## config.mk

```make
export PLATFORM = sky130hd
export DESIGN_NAME = lpc_dev_flat
export DESIGN_NICKNAME = d
export VERILOG_FILES = /design/src/rtl/lpc_pkg.sv /design/src/rtl/lpc_link_if.sv /design/src/rtl/lpc_dev.sv /design/src/rtl/lpc_duty_gen.sv /design/src/flat_wrapper.sv
export VERILOG_INCLUDE_DIRS = /design/src /design/src/rtl
export SDC_FILE = /design/constraint.sdc
export NUM_CORES = 1
export LEC_CHECK = 0
export ABC_CLOCK_PERIOD_IN_PS = 2400
export BUFFER_PORTS_ARGS = -buffer_cell sky130_fd_sc_hd__buf_2
export CORE_ASPECT_RATIO = 0.7
export CORE_MARGIN = 2
export CORE_UTILIZATION = 39
export CTS_CLUSTER_SIZE = 14
export DETAILED_ROUTE_END_ITERATION = 6
export HOLD_SLACK_MARGIN = 0.05
export PLACE_DENSITY = 0.56
export SLEW_MARGIN = 25
export SYNTH_ARGS = -nofsm -noshare
export SYNTH_HDL_FRONTEND = slang
export SYNTH_HIERARCHICAL = 1
export SYNTH_SLANG_ARGS = --single-unit
```

## constraint.sdc

```tcl
create_clock -name ref_clk_in -period 2.4 [get_ports ref_clk_in]
set_clock_uncertainty 0.15 [all_clocks]
set_input_delay 0.36 -clock ref_clk_in [delete_from_list [all_inputs] [get_ports ref_clk_in]]
set_output_delay 0.36 -clock ref_clk_in [all_outputs]
set_load 0.02 [all_outputs]
```

## src/rtl/lpc_defines.svh

```systemverilog
/*
 Constants of the low-power clock control pair: link timing, thermal
 control field layout, throttle figures and the controller's own register
 map. Assumes one 200 MHz clock shared by both ends.
*/
// Functional notes
// RL1 - Halt instruction enters halt; events or reset wake
// RL2 - Stop-clock from halt resumes into halt
// RL3 - Halt still serves snoops and interrupts
// RL4 - Grant acknowledge, then grant 20 clocks later
// RL5 - Chipset keeps bus inputs inactive during grant
// RL6 - Grant latches events; one service each later
// RL7 - Bus init error stays pending through grant
// RL8 - Reset in grant initializes, stays in grant
// RL9 - Stop-clock release returns grant to normal
// RL10 - Release stop-clock one clock after sleep
// RL11 - Snoop or interrupt visits snoop state, returns
// RL12 - Sleep entered only from grant on request
// RL13 - Chipset requests sleep only during grant
// RL14 - Pending-break output flags latched interrupts in grant
// RL15 - Sleep stops clocks, no snoops, no latching
// RL16 - Chipset keeps bus quiet while device sleeps
// RL17 - Reset in sleep resets directly; drop requests
// RL18 - Sleep held one clock, dropped before events
// RL19 - Hot throttles at factory duty; hysteresis exit
// RL20 - Bit 4 forces throttle; bits 3:1 duty
// RL21 - Automatic duty overrides programmed duty when hot
// RL22 - Overtemp output follows hot sensor; edge event optional
// RL23 - Catastrophic trip output sticky until reset
// RL24 - Duty code zero keeps clocks running
`ifndef LPC_DEFINES_SVH
`define LPC_DEFINES_SVH

`define LPC_CLK_PERIOD_NS 5
`define LPC_GRANT_DELAY 20
`define LPC_HYST_NS 1000
`define LPC_HYST_CYC \
   ((`LPC_HYST_NS + `LPC_CLK_PERIOD_NS - 1) / `LPC_CLK_PERIOD_NS)
`define LPC_STEP_CYC 16
`define LPC_AUTO_DUTY 3'h4

`define LPC_TCR_ODM_BIT 4
`define LPC_TCR_DUTY_MSB 3
`define LPC_TCR_DUTY_LSB 1
`define LPC_TCR_RST 8'h00
`define LPC_TCR_MASK 8'h1E

`define LPC_EV_MGMT 0
`define LPC_EV_BUSERR 1
`define LPC_EV_INIT 2
`define LPC_EV_LOCAL 3

`define LPC_CTRL_OFS 12'h000
`define LPC_EVT_OFS 12'h004
`define LPC_TCR_OFS 12'h008
`define LPC_STAT_OFS 12'h00C
`define LPC_CTRL_STOP 0
`define LPC_CTRL_SLEEP 1
`define LPC_CTRL_RESET 2
`define LPC_EVT_SNOOP 5
`define LPC_STAT_ACK 7
`define LPC_CTRL_RST 3'h0
`define LPC_EVT_PULSE_MASK 7'h5F

`endif

```

## src/rtl/lpc_pkg.sv

```systemverilog
/*
 Types shared by both ends of the low-power clock control link.
 Assumes nothing beyond the constants header.
*/
package lpc_pkg;
   typedef enum logic [2:0] {
      LPC_NORMAL,
      LPC_HALT,
      LPC_GRANT_WAIT,
      LPC_STOP_GRANT,
      LPC_SNOOP,
      LPC_SLEEP
   } lpc_state_t;
endpackage

```

## src/rtl/lpc_link_if.sv

```systemverilog
/*
 Link between the clocked device and the chipset logic.
 Assumes both ends run on the same clock; every signal is a plain level
 or a one-cycle pulse, active high.
*/
`timescale 1ns/10ps
interface lpc_link_if;
   import lpc_pkg::*;
   logic stop_clock_request;
   logic sleep_request;
   logic cpu_reset;
   logic system_mgmt_interrupt;
   logic bus_init_error;
   logic soft_init;
   logic [1:0] local_interrupt_lines;
   logic snoop_req;
   logic bus_irq_msg;
   logic tcr_wr;
   logic [7:0] tcr_wdata;
   logic snoop_done;
   logic stop_grant_ack;
   logic pending_break_out;
   logic overtemp_indicator;
   logic thermal_trip_shutdown;
   logic [7:0] tcr_rdata;
   lpc_state_t dev_state;
   modport dev(
      input stop_clock_request, sleep_request, cpu_reset,
      input system_mgmt_interrupt, bus_init_error, soft_init,
      input local_interrupt_lines, snoop_req, bus_irq_msg,
      input tcr_wr, tcr_wdata,
      output snoop_done, stop_grant_ack, pending_break_out,
      output overtemp_indicator, thermal_trip_shutdown, tcr_rdata,
      output dev_state
   );
   modport host(
      output stop_clock_request, sleep_request, cpu_reset,
      output system_mgmt_interrupt, bus_init_error, soft_init,
      output local_interrupt_lines, snoop_req, bus_irq_msg,
      output tcr_wr, tcr_wdata,
      input snoop_done, stop_grant_ack, pending_break_out,
      input overtemp_indicator, thermal_trip_shutdown, tcr_rdata,
      input dev_state
   );
endinterface

```

## src/rtl/lpc_dev.sv

```systemverilog
/*
 Device end: low-power state machine and thermal throttle.
 Assumes the chipset end drives the link on the same clock; sensor pins
 are asynchronous and are synchronised here.
*/
`timescale 1ns/10ps
`include "lpc_defines.svh"
module lpc_dev #(
   parameter int GRANT_DELAY = `LPC_GRANT_DELAY,
   parameter int HYST_CYC = `LPC_HYST_CYC,
   parameter int STEP_CYC = `LPC_STEP_CYC
) (
   input wire logic ref_clk_in,
   input wire logic sys_rst_in,
   lpc_link_if.dev link,
   input wire logic halt_instr_in,
   input wire logic auto_mode_en_in,
   input wire logic therm_irq_en_in,
   input wire logic temp_hot_in,
   input wire logic temp_crit_in,
   output logic core_clk_en_out,
   output logic core_init_out,
   output logic [3:0] event_service_out,
   output logic thermal_event_out,
   output lpc_pkg::lpc_state_t state_out
);
   import lpc_pkg::*;
   localparam int GW = $clog2(GRANT_DELAY + 1);
   localparam int HW = $clog2(HYST_CYC + 1);

   // ------------------------------------------------------------
   // Sensor synchronisers
   // ------------------------------------------------------------
   logic hot_s1_q;
   logic hot_s2_q;
   logic crit_s1_q;
   logic crit_s2_q;

   always_ff @(posedge ref_clk_in or posedge sys_rst_in) begin
      if (sys_rst_in) begin
         hot_s1_q <= 1'b0;
         hot_s2_q <= 1'b0;
         crit_s1_q <= 1'b0;
         crit_s2_q <= 1'b0;
      end else begin
         hot_s1_q <= temp_hot_in;
         hot_s2_q <= hot_s1_q;
         crit_s1_q <= temp_crit_in;
         crit_s2_q <= crit_s1_q;
      end
   end

   // ------------------------------------------------------------
   // State machine
   // ------------------------------------------------------------
   lpc_state_t state_q;
   lpc_state_t state_d;
   lpc_state_t origin_q;
   logic resume_halt_q;
   logic [GW-1:0] gcnt_q;
   logic [3:0] pend_q;
   logic [3:0] svc_q;
   logic done_q;
   logic ack_q;
   logic brk_q;
   logic init_q;

   wire rst_pin = link.cpu_reset;
   wire stop_req = link.stop_clock_request;
   wire sleeping = state_q == LPC_SLEEP;
   wire [3:0] ev_in = {
      (|link.local_interrupt_lines) | link.bus_irq_msg,
      link.soft_init,
      link.bus_init_error,
      link.system_mgmt_interrupt
   };
   // Events are latched in every state but sleep; only normal drains them
   wire [3:0] svc = (state_q == LPC_NORMAL) ? pend_q : 4'h0; // RL6
   wire [3:0] pend_d = sleeping ? pend_q : ((pend_q & ~svc) | ev_in); // RL7
   // Done is held off one cycle so a request still high is not re-taken
   wire snoop_ev = link.snoop_req & ~done_q & ~sleeping; // RL15
   wire wake = snoop_ev | link.bus_irq_msg;
   wire grant_end = gcnt_q == GW'(GRANT_DELAY - 1);
   wire done_d = link.snoop_req & ~done_q &
      ((state_q == LPC_NORMAL) | (state_q == LPC_SNOOP)); // RL11
   wire ack_d = (state_d == LPC_GRANT_WAIT) &
      (state_q != LPC_GRANT_WAIT); // RL4
   wire in_grant = (state_q == LPC_STOP_GRANT) |
      ((state_q == LPC_SNOOP) & (origin_q == LPC_STOP_GRANT));
   // Pending includes interrupts masked by the interrupt enable flag
   wire brk_d = in_grant & (|pend_q); // RL14

   always_comb begin
      state_d = state_q;
      case (state_q)
         LPC_NORMAL: begin
            if (stop_req) begin
               state_d = LPC_GRANT_WAIT;
            end else if (halt_instr_in) begin
               state_d = LPC_HALT; // RL1
            end
         end
         LPC_HALT: begin
            if (stop_req) begin
               state_d = LPC_GRANT_WAIT;
            end else if ((|pend_q) | (|ev_in)) begin
               state_d = LPC_NORMAL; // RL1
            end else if (wake) begin
               state_d = LPC_SNOOP; // RL3
            end
         end
         LPC_GRANT_WAIT: begin
            if (grant_end) begin
               state_d = LPC_STOP_GRANT; // RL4
            end
         end
         LPC_STOP_GRANT: begin
            if (!stop_req) begin
               state_d = resume_halt_q ? LPC_HALT : LPC_NORMAL; // RL9 RL2
            end else if (link.sleep_request) begin
               state_d = LPC_SLEEP; // RL12
            end else if (wake) begin
               state_d = LPC_SNOOP; // RL11
            end
         end
         LPC_SNOOP: begin
            state_d = origin_q; // RL11
         end
         LPC_SLEEP: begin
            if (!link.sleep_request) begin
               state_d = LPC_STOP_GRANT;
            end
         end
         default: begin
            state_d = LPC_NORMAL;
         end
      endcase
      if (rst_pin) begin
         // Sleep resets straight to normal; grant holds until stop drops
         state_d = (state_q == LPC_STOP_GRANT && stop_req) ? LPC_STOP_GRANT
            : LPC_NORMAL; // RL8 RL17
      end
   end

   always_ff @(posedge ref_clk_in or posedge sys_rst_in) begin
      if (sys_rst_in) begin
         state_q <= LPC_NORMAL;
         origin_q <= LPC_HALT;
         resume_halt_q <= 1'b0;
         gcnt_q <= '0;
         pend_q <= 4'h0;
         svc_q <= 4'h0;
         done_q <= 1'b0;
         ack_q <= 1'b0;
         brk_q <= 1'b0;
         init_q <= 1'b0;
      end else begin
         state_q <= state_d;
         if (state_d == LPC_SNOOP && state_q != LPC_SNOOP) begin
            origin_q <= state_q;
         end
         if (ack_d) begin
            resume_halt_q <= state_q == LPC_HALT; // RL2
         end else if (state_q == LPC_NORMAL) begin
            resume_halt_q <= 1'b0;
         end
         gcnt_q <= (state_q == LPC_GRANT_WAIT) ? gcnt_q + GW'(1) : '0;
         pend_q <= rst_pin ? 4'h0 : pend_d;
         svc_q <= rst_pin ? 4'h0 : svc; // RL6
         done_q <= done_d;
         ack_q <= ack_d;
         brk_q <= brk_d;
         init_q <= rst_pin; // RL1
      end
   end

   // ------------------------------------------------------------
   // Thermal throttle
   // ------------------------------------------------------------
   logic [7:0] tcr_q;
   logic auto_act_q;
   logic [HW-1:0] hcnt_q;
   logic hot_q;
   logic trip_q;
   logic tev_q;
   logic clk_en_q;
   logic thr_on;

   wire hot = hot_s2_q;
   wire [HW-1:0] hcnt_d = hot ? HW'(HYST_CYC)
      : ((hcnt_q != '0) ? hcnt_q - HW'(1) : '0);
   // Throttle holds until the hysteresis count runs out after cooling
   wire auto_act_d = auto_mode_en_in &
      (hot | (auto_act_q & (hcnt_q != '0))); // RL19
   wire thr_en = auto_act_q | tcr_q[`LPC_TCR_ODM_BIT]; // RL20
   wire [2:0] thr_duty = auto_act_q ? `LPC_AUTO_DUTY
      : tcr_q[`LPC_TCR_DUTY_MSB:`LPC_TCR_DUTY_LSB]; // RL21
   wire trip_d = crit_s2_q | (trip_q & ~rst_pin); // RL23
   wire clk_en_d = ~trip_q & ~rst_pin &
      (((state_q == LPC_NORMAL) & thr_on) |
       (state_q == LPC_GRANT_WAIT)); // RL15

   lpc_duty_gen #(
      .STEP_CYC(STEP_CYC)
   ) u_lpc_duty_gen (
      .ref_clk_in(ref_clk_in),
      .sys_rst_in(sys_rst_in),
      .enable_in(thr_en),
      .duty_in(thr_duty),
      .clk_on_out(thr_on)
   );

   always_ff @(posedge ref_clk_in or posedge sys_rst_in) begin
      if (sys_rst_in) begin
         tcr_q <= `LPC_TCR_RST;
         auto_act_q <= 1'b0;
         hcnt_q <= '0;
         hot_q <= 1'b0;
         trip_q <= 1'b0;
         tev_q <= 1'b0;
         clk_en_q <= 1'b0;
      end else begin
         if (rst_pin) begin
            tcr_q <= `LPC_TCR_RST;
         end else if (link.tcr_wr) begin
            tcr_q <= link.tcr_wdata & `LPC_TCR_MASK; // RL20
         end
         auto_act_q <= auto_act_d;
         hcnt_q <= hcnt_d;
         hot_q <= hot; // RL22
         trip_q <= trip_d;
         tev_q <= therm_irq_en_in & (hot != hot_q); // RL22
         clk_en_q <= clk_en_d;
      end
   end

   // ------------------------------------------------------------
   // Outputs
   // ------------------------------------------------------------
   assign link.snoop_done = done_q;
   assign link.stop_grant_ack = ack_q;
   assign link.pending_break_out = brk_q;
   assign link.overtemp_indicator = hot_q;
   assign link.thermal_trip_shutdown = trip_q;
   assign link.tcr_rdata = tcr_q;
   assign link.dev_state = state_q;
   assign core_clk_en_out = clk_en_q;
   assign core_init_out = init_q;
   assign event_service_out = svc_q;
   assign thermal_event_out = tev_q;
   assign state_out = state_q;
endmodule

```

## src/rtl/lpc_duty_gen.sv

```systemverilog
/*
 Duty-cycle gate for the core clocks: eight steps per period, the first
 duty steps on. Assumes duty and enable come from the same clock.
*/
`timescale 1ns/10ps
`include "lpc_defines.svh"
module lpc_duty_gen #(
   parameter int STEP_CYC = `LPC_STEP_CYC
) (
   input wire logic ref_clk_in,
   input wire logic sys_rst_in,
   input wire logic enable_in,
   input wire logic [2:0] duty_in,
   output logic clk_on_out
);
   localparam int SW = $clog2(STEP_CYC + 1);
   logic [SW-1:0] step_q;
   logic [2:0] phase_q;
   logic on_q;
   wire step_end = step_q == SW'(STEP_CYC - 1);
   wire on_d = ~enable_in | (duty_in == 3'h0) | (phase_q < duty_in); // RL24

   always_ff @(posedge ref_clk_in or posedge sys_rst_in) begin
      if (sys_rst_in) begin
         step_q <= '0;
         phase_q <= 3'h0;
         on_q <= 1'b1;
      end else begin
         step_q <= step_end ? '0 : step_q + SW'(1);
         phase_q <= step_end ? phase_q + 3'h1 : phase_q;
         on_q <= on_d; // RL20
      end
   end
   assign clk_on_out = on_q;
endmodule

```

## src/flat_wrapper.sv

```systemverilog
// flat-port wrapper written by rule: the top's interface ports become plain ports
module lpc_dev_flat import lpc_pkg::*;
#(
   parameter int GRANT_DELAY = `LPC_GRANT_DELAY,
   parameter int HYST_CYC = `LPC_HYST_CYC,
   parameter int STEP_CYC = `LPC_STEP_CYC
)
  (ref_clk_in, sys_rst_in, halt_instr_in, auto_mode_en_in, therm_irq_en_in, temp_hot_in, temp_crit_in, core_clk_en_out, core_init_out, event_service_out, thermal_event_out, state_out, link_stop_clock_request, link_sleep_request, link_cpu_reset, link_system_mgmt_interrupt, link_bus_init_error, link_soft_init, link_local_interrupt_lines, link_snoop_req, link_bus_irq_msg, link_tcr_wr, link_tcr_wdata, link_snoop_done, link_stop_grant_ack, link_pending_break_out, link_overtemp_indicator, link_thermal_trip_shutdown, link_tcr_rdata, link_dev_state);
  lpc_link_if link_i ();
  input wire logic ref_clk_in;
  input wire logic sys_rst_in;
  input wire logic halt_instr_in;
  input wire logic auto_mode_en_in;
  input wire logic therm_irq_en_in;
  input wire logic temp_hot_in;
  input wire logic temp_crit_in;
  output logic core_clk_en_out;
  output logic core_init_out;
  output logic [3:0] event_service_out;
  output logic thermal_event_out;
  output lpc_pkg::lpc_state_t state_out;
  input wire logic [$bits(link_i.stop_clock_request)-1:0] link_stop_clock_request;
  input wire logic [$bits(link_i.sleep_request)-1:0] link_sleep_request;
  input wire logic [$bits(link_i.cpu_reset)-1:0] link_cpu_reset;
  input wire logic [$bits(link_i.system_mgmt_interrupt)-1:0] link_system_mgmt_interrupt;
  input wire logic [$bits(link_i.bus_init_error)-1:0] link_bus_init_error;
  input wire logic [$bits(link_i.soft_init)-1:0] link_soft_init;
  input wire logic [$bits(link_i.local_interrupt_lines)-1:0] link_local_interrupt_lines;
  input wire logic [$bits(link_i.snoop_req)-1:0] link_snoop_req;
  input wire logic [$bits(link_i.bus_irq_msg)-1:0] link_bus_irq_msg;
  input wire logic [$bits(link_i.tcr_wr)-1:0] link_tcr_wr;
  input wire logic [$bits(link_i.tcr_wdata)-1:0] link_tcr_wdata;
  output wire logic [$bits(link_i.snoop_done)-1:0] link_snoop_done;
  output wire logic [$bits(link_i.stop_grant_ack)-1:0] link_stop_grant_ack;
  output wire logic [$bits(link_i.pending_break_out)-1:0] link_pending_break_out;
  output wire logic [$bits(link_i.overtemp_indicator)-1:0] link_overtemp_indicator;
  output wire logic [$bits(link_i.thermal_trip_shutdown)-1:0] link_thermal_trip_shutdown;
  output wire logic [$bits(link_i.tcr_rdata)-1:0] link_tcr_rdata;
  output wire logic [$bits(link_i.dev_state)-1:0] link_dev_state;
  assign link_i.stop_clock_request = link_stop_clock_request;
  assign link_i.sleep_request = link_sleep_request;
  assign link_i.cpu_reset = link_cpu_reset;
  assign link_i.system_mgmt_interrupt = link_system_mgmt_interrupt;
  assign link_i.bus_init_error = link_bus_init_error;
  assign link_i.soft_init = link_soft_init;
  assign link_i.local_interrupt_lines = link_local_interrupt_lines;
  assign link_i.snoop_req = link_snoop_req;
  assign link_i.bus_irq_msg = link_bus_irq_msg;
  assign link_i.tcr_wr = link_tcr_wr;
  assign link_i.tcr_wdata = link_tcr_wdata;
  assign link_snoop_done = link_i.snoop_done;
  assign link_stop_grant_ack = link_i.stop_grant_ack;
  assign link_pending_break_out = link_i.pending_break_out;
  assign link_overtemp_indicator = link_i.overtemp_indicator;
  assign link_thermal_trip_shutdown = link_i.thermal_trip_shutdown;
  assign link_tcr_rdata = link_i.tcr_rdata;
  assign link_dev_state = link_i.dev_state;
  lpc_dev #(.GRANT_DELAY(GRANT_DELAY), .HYST_CYC(HYST_CYC), .STEP_CYC(STEP_CYC)) u_core (.ref_clk_in(ref_clk_in), .sys_rst_in(sys_rst_in), .link(link_i), .halt_instr_in(halt_instr_in), .auto_mode_en_in(auto_mode_en_in), .therm_irq_en_in(therm_irq_en_in), .temp_hot_in(temp_hot_in), .temp_crit_in(temp_crit_in), .core_clk_en_out(core_clk_en_out), .core_init_out(core_init_out), .event_service_out(event_service_out), .thermal_event_out(thermal_event_out), .state_out(state_out));
endmodule
```

==> results of run 1 <==
==> worst max path at each step <==
stage	from	to	slack, ns	depth (start not counted)
3_3_place_gp	u_core/link.dev_state[2]	u_core/origin_q[1]	0.07	6
3_5_place_dp	link_snoop_req	u_core/origin_q[1]	0.07	7
2_1_floorplan	u_core/link.dev_state[0]	u_core/origin_q[1]	0.15	7
6_report	u_core/link.snoop_done	u_core/origin_q[1]	0.10	6
5_1_grt	u_core/link.snoop_done	u_core/origin_q[1]	0.003	6
4_1_cts	u_core/link.dev_state[1]	u_core/origin_q[1]	0.07	6
==> metrics by stage <==
| step | setup WS [ns] | area (µm²) |
|---|---|---|
| 6_report | 0.102 | 3050 |
| 5_1_grt | 0.00265 | 3050 |
| 3_3_place_gp | 0.0731 | 2910 |
| 3_5_place_dp | 0.0661 | 2910 |
| 4_1_cts | 0.0725 | 3040 |
| 2_1_floorplan | 0.149 | 2570 |
==> state kept, by name (all words and copies together) (netlist names), 3 cells and up <==
signal / count
u_core/hcnt_q: 8
u_core/gcnt_q: 5
u_core/u_lpc_duty_gen/step_q: 5
u_core/event_service_out: 4
u_core/link.tcr_rdata: 4
u_core/pend_q: 4
u_core/link.dev_state: 3
u_core/origin_q: 3
u_core/u_lpc_duty_gen/phase_q: 3
==> worst max-delay path, stage by stage, from the launching register on <==
cell and delay, ns:
dfrtp_1 0.38, nor2b_1 0.29, a21oi_1 0.13, o31a_1 0.26, o31a_1 0.30, a2111oi_4 0.35
mux2_4 0.33
==> cells by family after synthesis <==
| family | after synthesis | synth area share, % |
|---|---|---|
| adder cells (fa/ha/maj) | 7 | 3.42 |
| AO/OA/AOI/OAI | 35 | 11.3 |
| other | 1 | 0.147 |
| multiplexers | 6 | 2.74 |
| AND/OR/NAND/NOR | 90 | 19.4 |
| buffers and inverters | 27 | 5.62 |
| XOR/XNOR | 13 | 4.45 |
| flip-flops | 54 | 52.9 |
==> layer usage <==
| layer | vias up | share of wire, % | wire (µm) | GRT usage (%) |
|---|---|---|---|---|
| met5 | - | 0 | 0 | 0 |
| met1 | 865 | 54 | 2760 | 25.0 |
| met2 | 44 | 41 | 2090 | 20.4 |
| li1 | 902 | - | - | - |
| met4 | 0 | 0.53 | 27 | 3.65 |
| met3 | 2 | 4.5 | 229 | 3.32 |
==> cell usage after synthesis (6+ instances only) <==
master   instances  area share [%]
nor2b_1          7             1.7
inv_1           11             1.6
a21oi_1          6             1.2
xor2_1           8             2.7
buf_4            8             2.3
nand2_1          6            0.88
ha_1             7             3.4
dfrtp_1         52              51
and2_1           7             1.7
nor2_1          28             4.1
==> repair_timing <==
action / in CTS / in global routing
setup endpoints to repair: 0 / 1
hold buffers: 3 / 0
gates resized for setup: 0 / 4
hold endpoints to repair: 54 / 0
==> power by group through the flow <==
stage          Clock, µW  Sequential, µW  Combinational (µW)
2_1_floorplan          0            1050                 184
3_3_place_gp           0            1040                 291
3_5_place_dp           0            1040                 292
4_1_cts              615            1020                 297
5_1_grt              653            1030                 333
6_report             593            1020                 295
==> final cells by class <==
cell class                 count  share of cell area, %
clock buffer                   7                   2.50
clock inverter                 1                  0.984
inverter                      11                   1.35
tap                           78                   3.20
multi-input combinational    155                   35.3
sequential                    54                   44.5
timing repair buffer          61                   12.1
==> impl_metrics.json, run 1 <==
{
  "layout_commonest_cell": "dfrtp_1",
  "reg2reg_slack_ns": 0.10,
  "switchingPower_uw": 495,
  "tightest_slew_ns": 0.487,
  "register_area_um2": 1360,
  "postCtsSetupBuffers": 0,
  "intPower_uw": 1420,
  "leakagePower_uw": 0.00147,
  "cts_max_level": 2,
  "min_to": "u_core/thermal_event_out",
  "row_count": 24,
  "syn_to_final_growth_pct": 19.3,
  "swShare_pct": 25.9,
  "die_area_um2": 7240,
  "fin_tns_setup_ns": 0,
  "pwr_density_cell_nw_per_um2": 627,
  "syn_area_per_cell_um2": 11.0,
  "fillCellCount": 597,
  "clk_latency_ns": 0.30,
  "chipWidth_um": 101,
  "hold_viol_final": 0,
  "vias": 1813,
  "drt_iter0_markers": 134,
  "initial_core_util_pct": 40.8,
  "synth_cells": 233,
  "finalNonFillerCells": 367,
  "cts_buffer_depth": 2,
  "whs_ns": 0.124,
  "port_buffers": 43,
  "grt_usage_pct": 15.4,
  "routed_wl_um": 5100,
  "fin_crit_sh_pct": 95.7,
  "hold_path_class": "in2reg",
  "outcome": "complete, no violations",
  "worst_setup_path_end_kind": "flip-flop",
  "placed_cells": 356,
  "drive_gt1_share_pct": 29.8,
  "nets": 321,
  "final_cell_mix": "49 x dfrtp_1, 43 x buf_2, 28 x nor2_1, 14 x buf_4, 10 x inv_1",
  "clk_pin_slew_ns": 0.09,
  "combPwrFrac_pct": 15.4,
  "cp.arrival_ns": 2.33,
  "synth_flop_cell": "dfrtp_1",
  "min-delay-start": "therm_irq_en_in",
  "ios": 52,
  "grt_max_degree": 46,
  "max_freq_mhz": 435,
  "ir_drop_uv": 282,
  "grt_pass1_vias": 1753,
  "rr_startpoint": "u_core/link.snoop_done",
  "cp_data_required_time_ns": 2.44,
  "antenna_left": 0,
  "worstHoldPathCells": 2,
  "power.total_uw": 1910,
  "gp_congestion": 0.870,
  "dp_hpwl_um": 3770,
  "clkPwrFrac_pct": 31.0,
  "setup_violations": 0,
  "synth-edff-count": 0,
  "wl_per_cell_um": 13.9,
  "core-area_um2": 6280,
  "cts_tree": "yes",
  "cp-start-kind": "flip-flop",
  "drc_errors": 0,
  "dr.pass1.iters": 4,
  "min_period_ns": 2.30,
  "seq_power_share_pct": 53.6,
  "critPathKind": "reg2reg",
  "synth-seq-cells": 54,
  "async_flop_share_pct": 100,
  "grt_pass1_wl_um": 8740,
  "ys_seq_area_share_pct": 52.9,
  "worstRegToRegCells": 6,
  "drv_slew": 0,
  "cts-root-buf": "clkbuf_8",
  "rsz0062_at_grt": "false",
  "reg2reg_to": "u_core/origin_q[1]",
  "cts_buffers": 5,
  "synthesis.area_um2": 2560,
  "gr-total-overflow": 0,
  "antenna_found_initial": 0,
  "slew_headroom_pct": 67.2,
  "multi_input_area_um2": 1080,
  "utilization_pct": 48.6,
  "cts_sinks": 54,
  "yosys_warnings": 6,
  "dieHeight_um": 71.8,
  "crit_fanout": 4,
  "avgViaCountPerCell": 4.94,
  "antenna_cells": 0,
  "yosysUniqueCellTypes": 50,
  "maxCapViolCount": 0
}
(Power assumes the default switching activity.)
==> inputs of run 2 (changes only) <==
ABC_AREA = 1   (was default)
==> impl_metrics.json, run 2 <==
{
  "power.total_uw": 1940,
  "pwr_density_cell_nw_per_um2": 649,
  "antenna_found_initial": 0,
  "leakagePower_uw": 0.00168,
  "avgViaCountPerCell": 4.55,
  "grt_usage_pct": 15.4,
  "reg2reg_slack_ns": 0.49,
  "async_flop_share_pct": 100,
  "largest_reg_flops": 8,
  "ir_drop_uv": 327,
  "maxCapViolCount": 0,
  "dieHeight_um": 72.0,
  "rsz0062_at_grt": "false",
  "seq_power_share_pct": 52.3,
  "syn_to_final_growth_pct": 16.3,
  "die_area_um2": 7290,
  "cp-start-kind": "flip-flop",
  "core-area_um2": 6310,
  "grt_pass1_vias": 1899,
  "cts_tree": "yes",
  "combPwrFrac_pct": 15.3,
  "grt_pass1_wl_um": 8820,
  "max_freq_mhz": 525,
  "finalNonFillerCells": 427,
  "row_count": 24,
  "drt_iter0_markers": 46,
  "placed_cells": 416,
  "netlist.area_leader.share_pct": 50.5,
  "drc_errors": 0,
  "cts_sinks": 54,
  "synthesis.area_um2": 2580,
  "cp_data_required_time_ns": 2.44,
  "dr.pass1.iters": 4,
  "swShare_pct": 27.0,
  "top_regs": "u_core/hcnt_q (8), u_core/gcnt_q (5), u_core/u_lpc_duty_gen/step_q (5)",
  "fillCellCount": 623,
  "antenna_cells": 0,
  "fin_crit_sh_pct": 79.4,
  "synth-seq-cells": 54,
  "wl_per_cell_um": 11.8,
  "layout_commonest_cell": "nand2_1",
  "dp_hpwl_um": 3820,
  "nets": 381,
  "synth-edff-count": 0,
  "clkPwrFrac_pct": 32.4,
  "worst_setup_path_end_kind": "flip-flop",
  "crit_fanout": 8,
  "switchingPower_uw": 525,
  "cts_buffer_depth": 2,
  "syn_area_per_cell_um2": 8.65,
  "hold_path_class": "in2reg",
  "clk_latency_ns": 0.30,
  "fin_tns_setup_ns": 0,
  "synth_cells": 298,
  "gr-total-overflow": 0,
  "synthTopCellsByCount": "62 x nand2_1, 52 x dfrtp_1, 51 x inv_1",
  "clk_pin_slew_ns": 0.09,
  "utilization_pct": 47.5,
  "chipWidth_um": 101,
  "intPower_uw": 1420,
  "drv_slew": 0,
  "yosysUniqueCellTypes": 30,
  "cp.arrival_ns": 1.95,
  "min_period_ns": 1.91,
  "yosys_warnings": 6,
  "outcome": "complete, no violations",
  "drive_gt1_share_pct": 20.3,
  "setup_violations": 0,
  "synth_top_area_cell": "dfrtp_1",
  "grt_max_degree": 17,
  "initial_core_util_pct": 40.9,
  "hold_viol_final": 0,
  "gp_congestion": 0.860,
  "synth_flop_cell": "dfrtp_1",
  "synth.area.top_cells": "dfrtp_1 50%, nand2_1 9.0%, inv_1 7.4%",
  "postCtsSetupBuffers": 0,
  "final_cell_mix": "62 x nand2_1, 52 x dfrtp_1, 50 x inv_1, 43 x buf_2, 37 x nor2_1",
  "vias": 1942,
  "cts_buffers": 5,
  "antenna_left": 0,
  "routed_wl_um": 5050,
  "ys_seq_area_share_pct": 52.5,
  "cts-root-buf": "clkbuf_8",
  "port_buffers": 43,
  "critPathKind": "reg2reg",
  "largest_register": "u_core/hcnt_q",
  "ios": 52,
  "yosysMostFrequentCell": "nand2_1",
  "cts_max_level": 2
}
run 2: critical path, stage by stage, from the launching register on:
cell and delay, ns:
dfrtp_1 0.48, inv_1 0.17, nand3_1 0.13, nor2_1 0.16, nand3_1 0.09, nand2_1 0.06
nand2_1 0.06, nand2_1 0.06, nand2_1 0.08, inv_1 0.16, nand3_2 0.10, nand2_1 0.07
nand2_1 0.04
run 2: logic make-up (layout without fill, tap and decap cells):
logic type / after synthesis / after routing / synth area share [%]
simple gates: 144 / 144 / 25.4
buf+inv: 61 / 109 / 10.3
flops: 54 / 54 / 52.5
compound gates: 23 / 23 / 5.58
xor+xnor: 8 / 8 / 2.72
fa+ha+maj: 7 / 7 / 3.40
other cells: 1 / 4 / 0.145
run 2: worst paths after layout:
| kind | from | endpoint | depth (start not counted) |
|---|---|---|---|
| worst min-delay path | therm_irq_en_in | u_core/thermal_event_out | 3 |
| worst min register to register | u_core/crit_s1_q | u_core/crit_s2_q | 0 |
| worst max-delay path | u_core/link.dev_state[2] | u_core/origin_q[1] | 12 |
| max in group asynchronous | sys_rst_in | u_core/hcnt_q[2] | 4 |
| min in group asynchronous | sys_rst_in | u_core/u_lpc_duty_gen/step_q[4] | 3 |
| worst max register to register | u_core/link.dev_state[2] | u_core/origin_q[1] | 12 |
run 2: power groups by stage:
stage          logic [µW]  clock network (µW)  registers (µW)
2_1_floorplan         190                   0            1050
3_3_place_gp          295                   0            1030
3_5_place_dp          296                   0            1030
4_1_cts               300                 655            1020
5_1_grt               340                 699            1030
6_report              298                 630            1020
run 2: through the flow:
| step | hold slack [ns] | setup slack [ns] | area (µm²) |
|---|---|---|---|
| 2_1_floorplan | 0.0372 | 0.629 | 2590 |
| 3_3_place_gp | 0.182 | 0.539 | 2850 |
| 3_5_place_dp | 0.187 | 0.526 | 2850 |
| 4_1_cts | 0.105 | 0.515 | 3000 |
| 5_1_grt | 0.105 | 0.320 | 3000 |
| 6_report | 0.122 | 0.494 | 3000 |
run 2: timing repair:
item,4_1_cts,5_1_grt
hold buffers,3,0
resized for setup,0,0
endpoints found under the hold margin,23,0
run 2: per-layer routing:
metal	vias up	track usage (%)	part of all wire (%)
met5	-	0	0
met4	0	4.50	0.97
met3	5	4.24	5.3
met2	44	22.4	40
met1	882	22.7	54
li1	1011	-	-
run 2: layout make-up:
type	instances	area [µm²]	share of cell area (%)
flip-flops and latches	54	1350	45.2
multi-input cells	186	971	32.4
repair buffers	48	260	8.68
inverters	53	199	6.64
well taps	78	97.6	3.26
clock buffers	7	86.3	2.88
clock inverters	1	30.0	1.00
